===== config.mk =====
export PLATFORM = sky130hd
export DESIGN_NAME = psr_top
export DESIGN_NICKNAME = d
export VERILOG_FILES = /design/src/rtl/psr_timer.v /design/src/rtl/psr_sync.v /design/src/rtl/psr_top.v
export VERILOG_INCLUDE_DIRS = /design/src /design/src/rtl
export SDC_FILE = /design/constraint.sdc
export NUM_CORES = 1
export LEC_CHECK = 0
export ABC_CLOCK_PERIOD_IN_PS = 8100
export BUFFER_PORTS_ARGS = -buffer_cell sky130_fd_sc_hd__buf_4
export CAP_MARGIN = 5
export CORE_UTILIZATION = 45
export CTS_CLUSTER_SIZE = 25
export DETAILED_ROUTE_END_ITERATION = 10
export PLACE_DENSITY = 0.74
export SETUP_SLACK_MARGIN = 0.15
export SLEW_MARGIN = 10
export SYNTH_ARGS = -nofsm -noshare
export SYNTH_HDL_FRONTEND = slang
export SYNTH_HIERARCHICAL = 1
export SYNTH_SLANG_ARGS = --single-unit

===== constraint.sdc =====
create_clock -name mclk -period 8.1 [get_ports mclk]
set_input_delay 0.405 -clock mclk [delete_from_list [all_inputs] [get_ports mclk]]
set_output_delay 0.405 -clock mclk [all_outputs]
set_load 0.05 [all_outputs]

===== src/rtl/psr_consts.vh =====
`ifndef PSR_CONSTS_VH
`define PSR_CONSTS_VH
// ==========================================
// Clock and timebase
`define PSR_CLK_HZ          125000000
`define PSR_TICK_HZ         1000
`define PSR_TICK_DIV        (`PSR_CLK_HZ / `PSR_TICK_HZ)
`define PSR_TICK_CW         17
// ==========================================
// Times in seconds or minutes, counts in ticks
`define PSR_FLOW_NORM_S     1200
`define PSR_FLOW_OVR_S      255
`define PSR_LIMIT_S         1200
`define PSR_OFF_DLY_MAX_MIN 5'h1E
`define PSR_FLOW_NORM_TK    22'h124F80
`define PSR_FLOW_OVR_TK     22'h03E418
`define PSR_LIMIT_TK        22'h124F80
`define PSR_MIN_TK          22'h00EA60
`define PSR_TMR_W           22
// ==========================================
// Chiller mode codes
`define PSR_MODE_W          12
`define PSR_MODE_AUTO       12'h001
`define PSR_MODE_RESET      12'h088
`define PSR_MODE_STOP       12'h000
`define PSR_MODE_EXT_STOP   12'h100
`define PSR_MODE_DISP_STOP  12'h600
`define PSR_MODE_REM_STOP   12'h300
`define PSR_MODE_LOW_AMB    12'h200
`define PSR_MODE_ICE_DONE   12'h101
`define PSR_MODE_ICE_BUILD  12'h102
// ==========================================
// Register map (byte addresses)
`define PSR_REG_CTRL        4'h0
`define PSR_REG_RSEL        4'h4
`define PSR_REG_STAT        4'h8
`define PSR_REG_MODE        4'hC
// ==========================================
// Status relay selections
`define PSR_SEL_LATCH       4'h0
`define PSR_SEL_AUTO        4'h1
`define PSR_SEL_ALARM       4'h2
`define PSR_SEL_ALM_C1      4'h3
`define PSR_SEL_ALM_C2      4'h4
`define PSR_SEL_LIMIT       4'h5
`define PSR_SEL_RUN_C1      4'h6
`define PSR_SEL_RUN_C2      4'h7
`define PSR_SEL_RUN         4'h8
`define PSR_SEL_MAXCAP      4'h9
`define PSR_RSEL_RST        16'h5982
// ==========================================
// Control register reset
`define PSR_DLY_RST         5'h01
`endif


===== src/rtl/psr_timer.v =====
`timescale 1ns/1ps
`include "psr_consts.vh"
module psr_timer (
  // Clock and reset
  input  wire                   mclk,
  input  wire                   srst,
  // Timing
  input  wire                   tick,
  input  wire                   run,
  input  wire [`PSR_TMR_W-1:0]  limit,
  output wire                   done
);
  // ==========================================
  // Tick counter that restarts when run drops
  reg [`PSR_TMR_W-1:0] cnt_r;
  assign done = run && (cnt_r >= limit);
  always @(posedge mclk) begin
    if (srst || !run) begin
      cnt_r <= {`PSR_TMR_W{1'b0}};
    end else if (tick && (cnt_r < limit)) begin
      cnt_r <= cnt_r + 1'b1;
    end
  end
endmodule


===== src/rtl/psr_sync.v =====
`timescale 1ns/1ps
module psr_sync #(
  parameter W = 1
) (
  // Clock and reset
  input  wire         mclk,
  input  wire         srst,
  // Data
  input  wire [W-1:0] d,
  output wire [W-1:0] q
);
  // ==========================================
  // Two flop synchroniser
  reg [W-1:0] s1_r;
  reg [W-1:0] s2_r;
  assign q = s2_r;
  always @(posedge mclk) begin
    if (srst) begin
      s1_r <= {W{1'b0}};
      s2_r <= {W{1'b0}};
    end else begin
      s1_r <= d;
      s2_r <= s1_r;
    end
  end
endmodule


===== src/rtl/psr_top.v =====
// Our own choices: the Wishbone slave port and the address map.
`timescale 1ns/1ps
`include "psr_consts.vh"
module psr_top (
  // Clock and reset
  input  wire                   mclk,
  input  wire                   srst,
  // Wishbone slave
  input  wire                   wb_cyc_i,
  input  wire                   wb_stb_i,
  input  wire                   wb_we_i,
  input  wire [3:0]             wb_adr_i,
  input  wire [3:0]             wb_sel_i,
  input  wire [31:0]            wb_dat_i,
  output reg  [31:0]            wb_dat_o,
  output reg                    wb_ack_o,
  // Chiller state from the main controller
  input  wire [`PSR_MODE_W-1:0] chiller_mode,
  input  wire                   override_pump,
  input  wire [2:0]             diag_latch,
  input  wire [2:0]             diag_auto,
  input  wire                   diag_other,
  input  wire                   diag_low_lwt,
  input  wire                   diag_lwt_sensor,
  input  wire                   diag_contactor,
  input  wire [1:0]             comp_run,
  input  wire                   limit_active,
  input  wire                   max_cap,
  input  wire                   cur_below_70,
  // Field input
  input  wire                   flow_ok,
  // Relay and flow diagnostic outputs
  output reg                    evap_pump_relay,
  output reg  [3:0]             status_relay,
  output reg                    flow_diag
);
  // diag_latch/diag_auto bits: [0] chiller, [1] circuit 1, [2] circuit 2
  // ==========================================
  // Input synchroniser for the flow switch
  wire flow_s;
  psr_sync #(.W(1)) u_sync (
    .mclk (mclk),
    .srst (srst),
    .d    (flow_ok),
    .q    (flow_s)
  );

  // ==========================================
  // Timebase divider
  reg [`PSR_TICK_CW-1:0] div_r;
  reg                    tick_r;
  always @(posedge mclk) begin
    if (srst) begin
      div_r  <= {`PSR_TICK_CW{1'b0}};
      tick_r <= 1'b0;
    end else if (div_r == `PSR_TICK_DIV - 1) begin
      div_r  <= {`PSR_TICK_CW{1'b0}};
      tick_r <= 1'b1;
    end else begin
      div_r  <= div_r + 1'b1;
      tick_r <= 1'b0;
    end
  end

  // ==========================================
  // Registers
  reg [4:0]  dly_min_r;
  reg [15:0] rsel_r;
  wire       sel_ctrl = (wb_adr_i == `PSR_REG_CTRL);
  wire       sel_rsel = (wb_adr_i == `PSR_REG_RSEL);
  wire       bus_req  = wb_cyc_i && wb_stb_i;
  wire       ack_nxt  = bus_req && !wb_ack_o;
  wire       wr_req   = bus_req && wb_we_i && wb_ack_o;
  always @(posedge mclk) begin
    if (srst) begin
      dly_min_r <= `PSR_DLY_RST;
      rsel_r    <= `PSR_RSEL_RST;
    end else if (wr_req) begin
      if (sel_ctrl && wb_sel_i[0]) begin
        if (wb_dat_i[4:0] > `PSR_OFF_DLY_MAX_MIN)
          dly_min_r <= `PSR_OFF_DLY_MAX_MIN;
        else
          dly_min_r <= wb_dat_i[4:0];
      end
      if (sel_rsel && wb_sel_i[0])
        rsel_r[7:0] <= wb_dat_i[7:0];
      if (sel_rsel && wb_sel_i[1])
        rsel_r[15:8] <= wb_dat_i[15:8];
    end
  end

  // ==========================================
  // Mode decode
  reg  is_auto;
  reg  is_stop;
  always @* begin
    is_auto = 1'b0;
    is_stop = 1'b0;
    case (chiller_mode)
      `PSR_MODE_AUTO:      is_auto = 1'b1;
      `PSR_MODE_ICE_BUILD: is_auto = 1'b1;
      `PSR_MODE_RESET:     is_stop = 1'b1;
      `PSR_MODE_STOP:      is_stop = 1'b1;
      `PSR_MODE_EXT_STOP:  is_stop = 1'b1;
      `PSR_MODE_DISP_STOP: is_stop = 1'b1;
      `PSR_MODE_REM_STOP:  is_stop = 1'b1;
      `PSR_MODE_LOW_AMB:   is_stop = 1'b1;
      `PSR_MODE_ICE_DONE:  is_stop = 1'b1;
      default:             is_stop = 1'b0;
    endcase
  end
  wire ice_done = (chiller_mode == `PSR_MODE_ICE_DONE);
  wire want_run = is_auto || override_pump;

  // ==========================================
  // Flow supervision state
  localparam FS_IDLE   = 2'h0;
  localparam FS_PROVE  = 2'h1;
  localparam FS_PROVEN = 2'h2;
  localparam FS_TRIP   = 2'h3;
  reg  [1:0] fs_r;
  reg  [1:0] fs_nxt;
  reg        ovr_r;
  wire       prove_done;
  wire       off_done;
  reg  [`PSR_TMR_W-1:0] prove_lim;
  always @* begin
    if (ovr_r)
      prove_lim = `PSR_FLOW_OVR_TK;
    else
      prove_lim = `PSR_FLOW_NORM_TK;
  end
  psr_timer u_prove (
    .mclk  (mclk),
    .srst  (srst),
    .tick  (tick_r),
    .run   (fs_r == FS_PROVE),
    .limit (prove_lim),
    .done  (prove_done)
  );
  always @* begin
    fs_nxt = fs_r;
    case (fs_r)
      FS_IDLE:   if (want_run) fs_nxt = flow_s ? FS_PROVEN : FS_PROVE;
      FS_PROVE:  begin
        if (!want_run) fs_nxt = FS_IDLE;
        else if (flow_s) fs_nxt = FS_PROVEN;
        else if (prove_done) fs_nxt = FS_TRIP;
      end
      FS_PROVEN: if (!want_run) fs_nxt = FS_IDLE;
      FS_TRIP:   begin
        if (!want_run) fs_nxt = FS_IDLE;
        else if (flow_s) fs_nxt = FS_PROVEN;
      end
      default:   fs_nxt = FS_IDLE;
    endcase
  end
  always @(posedge mclk) begin
    if (srst) begin
      fs_r  <= FS_IDLE;
      ovr_r <= 1'b0;
    end else begin
      fs_r <= fs_nxt;
      if (fs_r == FS_IDLE)
        ovr_r <= override_pump && !is_auto;
    end
  end
  wire flow_lost = (fs_r == FS_PROVEN) && !flow_s;
  wire flow_trip = (fs_r == FS_TRIP);

  // ==========================================
  // Diagnostic classification for the pump
  wire any_latch = |diag_latch;
  wire any_auto  = |diag_auto;
  wire lwt_keep  = diag_low_lwt && !diag_lwt_sensor;
  wire lwt_drop  = diag_low_lwt && diag_lwt_sensor;
  wire auto_drop = any_auto && !lwt_keep;
  wire flow_drop = flow_lost && !is_auto;
  wire hard_diag = any_latch || diag_other || auto_drop || lwt_drop || flow_drop;
  wire pump_diag = hard_diag && !diag_contactor;

  // ==========================================
  // Off delay after leaving auto
  reg  [`PSR_TMR_W-1:0] min_cnt_r;
  reg  [4:0]            min_el_r;
  reg                   was_run_r;
  wire                  off_wait = was_run_r && !want_run && !ice_done;
  always @(posedge mclk) begin
    if (srst || !off_wait) begin
      min_cnt_r <= {`PSR_TMR_W{1'b0}};
      min_el_r  <= 5'h00;
    end else if (tick_r) begin
      if (min_cnt_r == `PSR_MIN_TK - 1'b1) begin
        min_cnt_r <= {`PSR_TMR_W{1'b0}};
        if (min_el_r < dly_min_r)
          min_el_r <= min_el_r + 1'b1;
      end else begin
        min_cnt_r <= min_cnt_r + 1'b1;
      end
    end
  end
  assign off_done = (min_el_r >= dly_min_r);

  // ==========================================
  // Pump relay
  reg pump_nxt;
  always @* begin
    if (pump_diag)
      pump_nxt = 1'b0;
    else if (want_run)
      pump_nxt = !flow_trip;
    else if (is_stop && ice_done)
      pump_nxt = 1'b0;
    else
      pump_nxt = was_run_r && !off_done;
  end
  always @(posedge mclk) begin
    if (srst) begin
      evap_pump_relay <= 1'b0;
      was_run_r       <= 1'b0;
      flow_diag       <= 1'b0;
    end else begin
      evap_pump_relay <= pump_nxt;
      flow_diag       <= flow_trip || flow_lost;
      if (want_run)
        was_run_r <= 1'b1;
      else if (off_done || pump_diag || ice_done)
        was_run_r <= 1'b0;
    end
  end

  // ==========================================
  // Limit filter timer
  wire limit_ok;
  psr_timer u_limit (
    .mclk  (mclk),
    .srst  (srst),
    .tick  (tick_r),
    .run   (limit_active),
    .limit (`PSR_LIMIT_TK),
    .done  (limit_ok)
  );

  // ==========================================
  // Maximum capacity hold
  reg maxcap_r;
  reg maxcap_nxt;
  always @* begin
    if (max_cap)
      maxcap_nxt = 1'b1;
    else if (cur_below_70)
      maxcap_nxt = 1'b0;
    else
      maxcap_nxt = maxcap_r;
  end
  always @(posedge mclk) begin
    if (srst)
      maxcap_r <= 1'b0;
    else
      maxcap_r <= maxcap_nxt;
  end

  // ==========================================
  // Status selections
  wire [15:0] cond;
  assign cond[0]  = any_latch;
  assign cond[1]  = any_auto;
  assign cond[2]  = any_latch || any_auto || diag_other;
  assign cond[3]  = diag_latch[0] || diag_latch[1] || diag_auto[0] || diag_auto[1];
  assign cond[4]  = diag_latch[0] || diag_latch[2] || diag_auto[0] || diag_auto[2];
  assign cond[5]  = limit_ok;
  assign cond[6]  = comp_run[0];
  assign cond[7]  = comp_run[1];
  assign cond[8]  = |comp_run;
  assign cond[9]  = maxcap_r;
  assign cond[15:10] = 6'h00;

  genvar gi;
  generate
    for (gi = 0; gi < 4; gi = gi + 1) begin : g_rly
      wire [3:0] code_w = rsel_r[gi*4 +: 4];
      wire       hit_w  = cond[code_w];
      always @(posedge mclk) begin
        if (srst)
          status_relay[gi] <= 1'b0;
        else
          status_relay[gi] <= hit_w;
      end
    end
  endgenerate

  // ==========================================
  // Status word
  wire [31:0] stat_word;
  assign stat_word[0]     = evap_pump_relay;
  assign stat_word[1]     = flow_diag;
  assign stat_word[2]     = flow_s;
  assign stat_word[3]     = 1'b0;
  assign stat_word[5:4]   = fs_r;
  assign stat_word[7:6]   = 2'h0;
  assign stat_word[11:8]  = status_relay;
  assign stat_word[31:12] = 20'h00000;

  // ==========================================
  // Wishbone read and acknowledge
  always @(posedge mclk) begin
    if (srst) begin
      wb_ack_o <= 1'b0;
      wb_dat_o <= 32'h00000000;
    end else begin
      wb_ack_o <= ack_nxt;
      case (wb_adr_i)
        `PSR_REG_CTRL: wb_dat_o <= {27'h0000000, dly_min_r};
        `PSR_REG_RSEL: wb_dat_o <= {16'h0000, rsel_r};
        `PSR_REG_STAT: wb_dat_o <= stat_word;
        `PSR_REG_MODE: wb_dat_o <= {20'h00000, chiller_mode};
        default:       wb_dat_o <= 32'h00000000;
      endcase
    end
  end
endmodule


==> reports/qor.csv, run 1 <==
metric,value,unit
kind of critical path,flop to flop,
DP HPWL,13.7,mm
Post-Syn Area,8400,µm²
Die Width,139,µm
antenna violations before repair,0,
CP top delay family,compound AO/OA/AOI/OAI gates,
largest net degree at the start of global routing,41,
endpoints failing hold,0,
CTS Hold Buffers Added,0,
n_diodes,0,
"FFs w/ async S/R, synth",0,
worst-margin pin slew,1.00,ns
Die Y,139,µm
MaxCap Viol Count,0,
Rel. slew slack,0.332,
first-pass GRT wire length,31.9,mm
status,"complete, but fails checks",
Psw,407,µW
slack of the critical path,4.52,ns
dpl ws,4.58,ns
Global Route Usage Sum,0.202,
Clock Power Share,0.475,
Clock Sinks,140,
Tmin final,3.58,ns
H-tree levels,4,
clk_skew,0.0102,ns
ratio of cells with drive above 1 in the final layout,0.133,
crit-path cells,ha_1 > nand4_1 > or4_4 > a311oi_4 > nor3_1 > a21boi_1 > mux2_2 > nand3b_1 > o311a_1 > nor4_1,
CP Capture Type,flop,
Fill cells,1666,
Post-DRT Antenna Nets,0,
Setup TNS,0,ns
failing checks,design-rule violations,
crit-path max cell delay,0.81,ns
full die area,19200,µm²
Pleak,0.00404,µW
fin nets,1216,
Worst Path Buf+Inv,0,
Longest Clk Path Bufs,2,
sequential-to-total area share from yosys stat,0.334,
routed wire length,18.8,mm
TritonCTS clock tree,built,
Core Area,18100,µm²
Seq cells post-synth,140,
clock-pin slew on the worst setup and hold paths,0.07,ns
Startpoint Class,flop,
RSZ-0062 raised after global routing,no,
min-delay worst type,primary input to flop,
worst skew pair latency,0.43,ns
"Slowest-stage cell, CP",a311oi_4,
Rows,49,
Worst EP arrival,3.92,ns
routed len/inst,14.1,µm
Pwr Density,161,nW/µm²
VDD IR max,0.000156,V
register share of total power,0.444,
via count,7211,
P&R area growth vs syn,16.5,%
Sw Ratio,0.258,
fin crit share,0.442,
GPL Wtd Cong,0.844,
synthesized area per cell,8.46,µm²
Mapped Cells,992,
Initial Utilization,0.463,
CP Data Required Time,8.44,ns
Post-CTS Resized,0,
CTS Root Cell,clkbuf_16,
GRT overflow,0,
Iter 0 DRT Violations,388,
CP Max Fanout,23,
Post-synth top flop,dfxtp_1,
Power Internal,1170,µW
Synth cell types,64,
"EDFF count, synth",0,
# IOs,113,
drc violations,3,
post-CTS setup buffers,0,
Combinational Power Share,0.081,
drt pass-1 iters,8,
setup violators final,0,
Num CTS Buffers,17,
vias in the first global route,6654,
Synthesis Warnings,6,
# port buffers,78,
fin. max-slew vios,0,
vias per inst,5.42,
f_max,0.279,GHz
path summary, 6_finish.rpt:
check / from / to / slack, ns / cells after the start
max: u_limit/cnt_r[19] / status_relay[2] / 4.52 / 10
min: max_cap / maxcap_r / 0.18 / 3
max reg2reg: u_limit/cnt_r[19] / status_relay[2] / 4.52 / 10
min reg2reg: wb_ack_o / wb_ack_o / 0.45 / 1
per-stage QoR:
stage          hold WS, ns   util  instance area [µm²]  power [µW]  instances
6_report             0.182  0.539                 9780        1580       1330
5_1_grt              0.178  0.539                 9780        1640       1330
4_1_cts              0.170  0.539                 9780        1590       1330
3_5_place_dp         0.447  0.507                 9210         842       1298
3_3_place_gp         0.444  0.507                 9210         839       1298
2_1_floorplan        0.414      -                 8580         801       1040
state kept, by name, indices dropped and copies added (netlist names):
signal and cells:
dly_min_r 5, flow_diag 1, u_sync/s1_r 1, evap_pump_relay 1, u_sync/q 1, rsel_r 16, u_prove/cnt_r 22, min_el_r 5
was_run_r 1, ovr_r 1, fs_r 2, wb_ack_o 1, div_r 17, min_cnt_r 22, maxcap_r 1, status_relay 4
tick_r 1, u_limit/cnt_r 22, wb_dat_o 16
logic make-up (layout without fill, tap and decap cells):
family,count (synthesis),count (layout),synth area share
AO/OA/AOI/OAI,109,109,0.0894
XOR/XNOR,32,32,0.0334
adder cells (fa/ha/maj),54,54,0.0805
buffers and inverters,119,180,0.0630
flip-flops,140,140,0.334
multiplexers,84,84,0.110
other,2,50,0.000895
AND/OR/NAND/NOR,452,452,0.289
cells in the final DEF (no fill, tap or decap), drive strengths merged, types with 3 or more instances in the layout:
master    netlist  final
a211oi          5      5
a21o            7      7
a21oi          37     37
a22oi           6      6
and2            7      7
and3           18     18
and4           10     10
buf            32     84
clkbuf         23     18
clkinv          0      3
clkinvlp        0      5
conb            2     50
dfxtp         140    140
ha             54     54
inv            64     69
mux2            9      9
mux2i          69     69
mux4            6      6
nand2          98     98
nand2b         41     41
nand3          43     43
nand3b          5      5
nand4          32     32
nor2           89     89
nor2b          13     13
nor3           16     16
nor3b           3      3
nor4           47     47
nor4b           8      8
o21a            5      5
o21ai          21     21
o31ai           4      4
or3            10     10
or4             7      7
xnor2          10     10
xor2           22     22
layout make-up:
| cell class | instances | area, µm² | area share |
|---|---|---|---|
| Clock buffer | 18 | 429 | 0.0439 |
| Clock inverter | 14 | 139 | 0.0142 |
| Inverter | 64 | 240 | 0.0246 |
| Multi-Input combinational cell | 781 | 5250 | 0.537 |
| Sequential cell | 140 | 2800 | 0.287 |
| Tap cell | 229 | 287 | 0.0293 |
| Timing Repair Buffer | 84 | 631 | 0.0645 |
layer usage:
metal / up-vias / GRT usage / part of all wire
li1: 3675 / - / -
met3: 19 / 0.0401 / 0.036
met4: 0 / 0.0603 / 0.012
met5: - / 0 / 0
met1: 3374 / 0.268 / 0.47
met2: 143 / 0.333 / 0.48
synth_stat cells (3+ instances only):
| library cell | number | area [µm²] |
|---|---|---|
| o21a_1 | 5 | 37.5 |
| dfxtp_1 | 140 | 2800 |
| o21ai_0 | 21 | 105 |
| inv_1 | 64 | 240 |
| nor3_1 | 16 | 80.1 |
| nand3_1 | 43 | 215 |
| and4_1 | 10 | 87.6 |
| a21oi_1 | 37 | 185 |
| nor2_1 | 89 | 334 |
| and2_1 | 7 | 43.8 |
| nand2_1 | 98 | 368 |
| nand2b_1 | 41 | 257 |
| nor2b_1 | 13 | 81.3 |
| mux4_2 | 6 | 135 |
| or3_1 | 10 | 62.6 |
| xnor2_1 | 10 | 87.6 |
| buf_2 | 6 | 30.0 |
| nor4_1 | 43 | 269 |
| a21o_1 | 6 | 45.0 |
| xor2_1 | 22 | 193 |
| clkbuf_1 | 23 | 86.3 |
| ha_1 | 54 | 676 |
| or4_4 | 3 | 33.8 |
| nand4_1 | 32 | 200 |
| o31ai_1 | 4 | 30.0 |
| or4_1 | 4 | 30.0 |
| nor4b_1 | 8 | 70.1 |
| and3_1 | 17 | 106 |
| buf_4 | 20 | 150 |
| a211oi_1 | 5 | 37.5 |
| mux2i_1 | 69 | 691 |
| nand3b_1 | 5 | 37.5 |
| mux2_2 | 7 | 78.8 |
| a22oi_1 | 6 | 45.0 |
| buf_1 | 6 | 22.5 |
tightest hold or removal path: cells and delay by family:
| kind | cells | cell delay [ns] |
|---|---|---|
| buf+inv | 1 | 0.07 |
| simple gates | 1 | 0.06 |
| compound gates | 1 | 0.03 |
power groups by stage:
stage	combinational, µW	clock, µW	sequential [µW]
after floorplan	78.1	0	723
after global placement	124	0	716
after detailed placement	126	0	716
after CTS	127	763	700
after global routing	140	796	701
final	128	749	700
(Power assumes the default switching activity.)
==> run 2: changes to the inputs <==
--- a/config.mk
+++ b/config.mk
@@ -6,7 +6,7 @@
 export SDC_FILE = /design/constraint.sdc
 export NUM_CORES = 1
 export LEC_CHECK = 0
-export ABC_CLOCK_PERIOD_IN_PS = 8100
+export ABC_CLOCK_PERIOD_IN_PS = 3600
 export BUFFER_PORTS_ARGS = -buffer_cell sky130_fd_sc_hd__buf_4
 export CAP_MARGIN = 5
 export CORE_UTILIZATION = 45
==> constraint.sdc (replaced) <==
create_clock -name mclk -period 3.6 [get_ports mclk]
set_input_delay 0.18 -clock mclk [delete_from_list [all_inputs] [get_ports mclk]]
set_output_delay 0.18 -clock mclk [all_outputs]
set_load 0.05 [all_outputs]
==> run 2 against run 1 <==
Against the previous run: the run still ends with design-rule violations left; global-route usage grew 0.53 points; final cell count is 1.4% higher; clock-buffer cell count unchanged; total power rose by 130%; clock skew up 0.00070 ns; cell area rose by 2.0%; die area unchanged; highest routed layer unchanged; hold slack got worse by 0.18 ns; sequential power rose by 130%.
==> reports/qor.csv, run 2 (same netlist as run 1, synthesis figures left out) <==
metric,value,unit
"Slowest-stage cell, CP",or4_4,
RSZ-0062 raised after global routing,no,
# IOs,113,
VDD IR max,0.000406,V
failing checks,design-rule violations,
drt pass-1 iters,11,
clock-pin slew on the worst setup and hold paths,0.07,ns
Post-DRT Antenna Nets,0,
status,"complete, but fails checks",
CP Data Required Time,3.93,ns
P&R area growth vs syn,18.8,%
Pleak,0.00414,µW
Num CTS Buffers,17,
Die Width,139,µm
Worst Path Buf+Inv,0,
CTS Root Cell,clkbuf_16,
ratio of cells with drive above 1 in the final layout,0.135,
CP Capture Type,flop,
f_max,0.345,GHz
Startpoint Class,flop,
routed len/inst,14.4,µm
Tmin final,2.90,ns
crit-path cells,ha_1 > nand4_1 > or4_4 > a311oi_4 > nor3_1 > a21boi_1 > mux2_2 > nand3b_1 > o311a_1 > nor4_1,
Core Area,18100,µm²
vias in the first global route,6753,
GRT overflow,0,
full die area,19200,µm²
Global Route Usage Sum,0.207,
fin. max-slew vios,0,
MaxCap Viol Count,0,
CTS Hold Buffers Added,14,
Longest Clk Path Bufs,2,
routed wire length,19.4,mm
antenna violations before repair,0,
Die Y,139,µm
post-CTS setup buffers,0,
DP Area,9240,µm²
clk_skew,0.0109,ns
min-delay worst type,primary input to flop,
Final Util,0.550,
Fill cells,1636,
TritonCTS clock tree,built,
GPL Wtd Cong,0.855,
crit-path max cell delay,0.63,ns
vias per inst,5.46,
Final Instance Area,9970,µm²
worst skew pair latency,0.43,ns
"commonest non-fill, non-tap cell in the layout",dfxtp_1,
setup violators final,0,
Worst EP arrival,3.24,ns
Pwr Density,367,nW/µm²
Post-CTS Resized,0,
fin nets,1234,
# port buffers,78,
Iter 0 DRT Violations,417,
Pwr Total,3660,µW
Fin Hold WS,0.00625,ns
via count,7356,
kind of critical path,flop to flop,
first-pass GRT wire length,32.7,mm
CP top delay family,simple AND/OR/NAND/NOR gates,
Largest regs,"min_cnt_r: 22 flops, u_limit/cnt_r: 22 flops, u_prove/cnt_r: 22 flops",
largest net degree at the start of global routing,41,
n_diodes,0,
drc violations,3,
DP HPWL,14.0,mm
worst-margin pin slew,0.938,ns
CP Max Fanout,4,
Initial Utilization,0.463,
Rel. slew slack,0.369,
Clock Sinks,140,
Setup TNS,0,ns
endpoints failing hold,0,
Rows,49,
H-tree levels,4,
fin crit share,0.806,
most frequent cells in the layout,"dfxtp_1 (140), nand2_1 (98), nor2_1 (89)",
## run 2: cell types whose count changed in the layout (fill, tap and decap cells not counted)
cell,delta
clkinv_4,-2
clkinv_2,+2
clkbuf_8,+1
bufinv_16,+1
clkbuf_1,-1
inv_6,+3
inv_8,-1
dlygate4sd3_1,+14
buf_4,+4
clkinvlp_4,-3
## run 2: cell type report
cell class,instances,area (µm²),area share
Multi-Input combinational cell,781,5250,0.526
Sequential cell,140,2800,0.281
Timing Repair Buffer,102,801,0.0803
Clock buffer,18,439,0.0440
Tap cell,229,287,0.0287
Inverter,64,240,0.0241
Clock inverter,14,154,0.0154
## run 2: metrics by stage
step / setup slack [ns] / cells
2_1_floorplan: 0.937 / 1040
3_3_place_gp: 0.776 / 1302
3_5_place_dp: 0.721 / 1302
4_1_cts: 0.694 / 1348
5_1_grt: 0.455 / 1348
6_report: 0.697 / 1348
## run 2: worst register-to-register path, delay by kind of cell, from the launching register on
kind	cells	cell delay, ns
flops	1	0.34
simple gates	5	1.15
mux	1	0.25
compound gates	3	0.79
fa+ha+maj	1	0.31
## run 2: power breakdown
part / internal (µW) / switching, µW
clock network: 1050 / 728
logic: 116 / 185
registers: 1560 / 14.1
total: 2730 / 927
## run 2: path summary, 6_finish.rpt
check	startpoint	slack [ns]	to	depth (start not counted)
hold / removal	wb_stb_i	0.006	wb_ack_o	3
setup / recovery	u_limit/cnt_r[19]	0.70	status_relay[2]	10
hold reg to reg	wb_ack_o	0.44	wb_ack_o	1
setup reg to reg	u_limit/cnt_r[19]	0.70	status_relay[2]	10
## run 2: layer usage
metal	routed length, µm	global-route usage	part of all wire	vias to the layer above
met5	0	0	0	-
met4	348	0.0686	0.018	0
met3	726	0.0363	0.037	25
met2	9370	0.349	0.48	167
met1	8980	0.269	0.46	3438
li1	-	-	-	3726
==> run 3: changes to the inputs <==
--- a/config.mk
+++ b/config.mk
@@ -6,7 +6,7 @@
 export SDC_FILE = /design/constraint.sdc
 export NUM_CORES = 1
 export LEC_CHECK = 0
-export ABC_CLOCK_PERIOD_IN_PS = 3600
+export ABC_CLOCK_PERIOD_IN_PS = 2900
 export BUFFER_PORTS_ARGS = -buffer_cell sky130_fd_sc_hd__buf_4
 export CAP_MARGIN = 5
 export CORE_UTILIZATION = 45
==> constraint.sdc (replaced) <==
create_clock -name mclk -period 2.9 [get_ports mclk]
set_input_delay 0.145 -clock mclk [delete_from_list [all_inputs] [get_ports mclk]]
set_output_delay 0.145 -clock mclk [all_outputs]
set_load 0.05 [all_outputs]
==> run 3 against run 2 <==
Against the previous run: the flow still finishes with violations (design-rule violations); global-route usage rose by 0.30 points; final cell count rose by 1.6%; hold slack improved by 0.017 ns; cell area rose by 2.5%; register-to-register slack got worse by 0.48 ns; clock skew fell by 0.0015 ns; total power rose by 23%; critical endpoint unchanged; largest cell class unchanged.
==> reports/qor.csv, run 3 (same netlist as run 1, synthesis figures left out) <==
metric,value,unit
crit path from,u_limit/cnt_r[19],
kind of critical path,flop to flop,
met3 global-route usage,0.0297,
Reg-to-Reg Start,u_limit/cnt_r[19],
GRT Max-Usage Layer,met2,
drc violations,2,
Largest regs,"min_cnt_r: 22 flops, u_limit/cnt_r: 22 flops, u_prove/cnt_r: 22 flops",
via count,7458,
Num CTS Buffers,17,
Worst EP arrival,3.01,ns
most frequent cells in the layout,"dfxtp_1 (137), buf_4 (103), nand2_1 (98)",
antenna violations before repair,0,
VDD IR max,0.000454,V
met2 usage,0.356,
MaxCap Viol Count,0,
GPL Wtd Cong,0.858,
vias in the first global route,7078,
ratio of cells with drive above 1 in the final layout,0.155,
largest net degree at the start of global routing,41,
CP Capture Point,status_relay[2],
worst skew pair latency,0.43,ns
Core Area,18100,µm²
CTS Root Cell,clkbuf_16,
CP Capture Type,flop,
Die Width,139,µm
R2R Setup Slk,0.22,ns
GR Util met1,0.268,
fin crit share,0.924,
Worst Path Buf+Inv,1,
Tmin final,2.68,ns
endpoints failing hold,0,
f_max,0.373,GHz
H-tree levels,4,
Iter 0 DRT Violations,463,
Levels on crit path,11,
crit-path max cell delay,0.58,ns
clock-pin slew on the worst setup and hold paths,0.07,ns
"Slowest-stage cell, CP",or4_4,
# IOs,113,
Post-DRT Antenna Nets,0,
R2R cell count,11,
DP HPWL,14.1,mm
Die Y,139,µm
RR Endpoint,status_relay[2],
"commonest non-fill, non-tap cell in the layout",dfxtp_1,
CP Data Required Time,3.23,ns
Initial Utilization,0.463,
Rows,49,
GRT overflow,0,
# port buffers,78,
Global Route Usage Sum,0.210,
drt pass-1 iters,8,
Pwr Total,4510,µW
CP Max Fanout,4,
P&R area growth vs syn,21.8,%
RSZ-0062 raised after global routing,yes,
vias per inst,5.44,
fin nets,1256,
routed len/inst,14.5,µm
hold depth,4,
Rel. slew slack,0.466,
Pwr Density,441,nW/µm²
routed wire length,19.8,mm
n_diodes,0,
Longest Clk Path Bufs,2,
fin. max-slew vios,0,
Setup TNS,0,ns
first-pass GRT wire length,33.2,mm
worst-margin pin slew,0.794,ns
Final Util,0.564,
crit-path cells,ha_4 > nand4_1 > or4_4 > a311oi_4 > nor3_2 > a21boi_1 > buf_4 > mux2_2 > nand3b_1 > o311a_1 > nor4_2,
TritonCTS clock tree,built,
setup violators final,0,
Startpoint Class,flop,
Clock Sinks,140,
full die area,19200,µm²
clk_skew,0.00942,ns
CP top delay family,simple AND/OR/NAND/NOR gates,
Pleak,0.00425,µW
min-delay worst type,primary input to flop,
status,"complete, but fails checks",
failing checks,design-rule violations,
==> run 3: final cells by class <==
type	instances	area, µm²
fillers	1626	7920
multi-input cells	781	5320
flip-flops and latches	140	2810
repair buffers	124	983
clock buffers	18	439
well taps	229	287
inverters	64	240
clock inverters	14	153
==> run 3: worst min-delay path, cell delays in order <==
cell and delay (ns):
buf_4 0.11, inv_1 0.04, a21oi_1 0.06, nor2_1 0.06
==> run 3: timing repair <==
action | in CTS | in global routing
endpoints found under the setup margin | 1 | 5
resized for setup | 0 | 12
pin swaps | 1 | 3
hold buffers | 21 | 0
gates cloned | 0 | 0
buffers inserted | 0 | 2
endpoints found under the hold margin | 24 | 0
==> run 3: where the power goes <==
part / leakage, µW / switching [µW] / internal, µW
clock network: 0.000289 / 930 / 1240
logic: 0.00283 / 234 / 155
registers: 0.00113 / 15.5 / 1940
total: 0.00425 / 1180 / 3330
==> run 3: how the worst min path moves through the flow <==
| stage | slack (ns) | to | from |
|---|---|---|---|
| after floorplan | 0.22 | u_sync/q | srst |
| after global placement | 0.35 | maxcap_r | max_cap |
| after detailed placement | 0.36 | maxcap_r | max_cap |
| after CTS | 0.01 | ovr_r | override_pump |
| after global routing | 0.03 | ovr_r | override_pump |
| final | 0.02 | maxcap_r | cur_below_70 |
==> run 3: metal layers <==
metal  wire [µm]  share of wire
met5           0              0
met4         493          0.025
met3         770          0.039
met2        9430           0.48
met1        9120           0.46
==> run 3: per-stage QoR <==
step	hold WS [ns]	instance area [µm²]	instances	worst slack (ns)
final	0.0228	10200	1370	0.220
after CTS	0.0139	10100	1368	0.187
after global routing	0.0266	10200	1370	0.0513
after detailed placement	0.359	9340	1315	0.175
after global placement	0.352	9340	1315	0.194
after floorplan	0.217	8580	1040	0.237
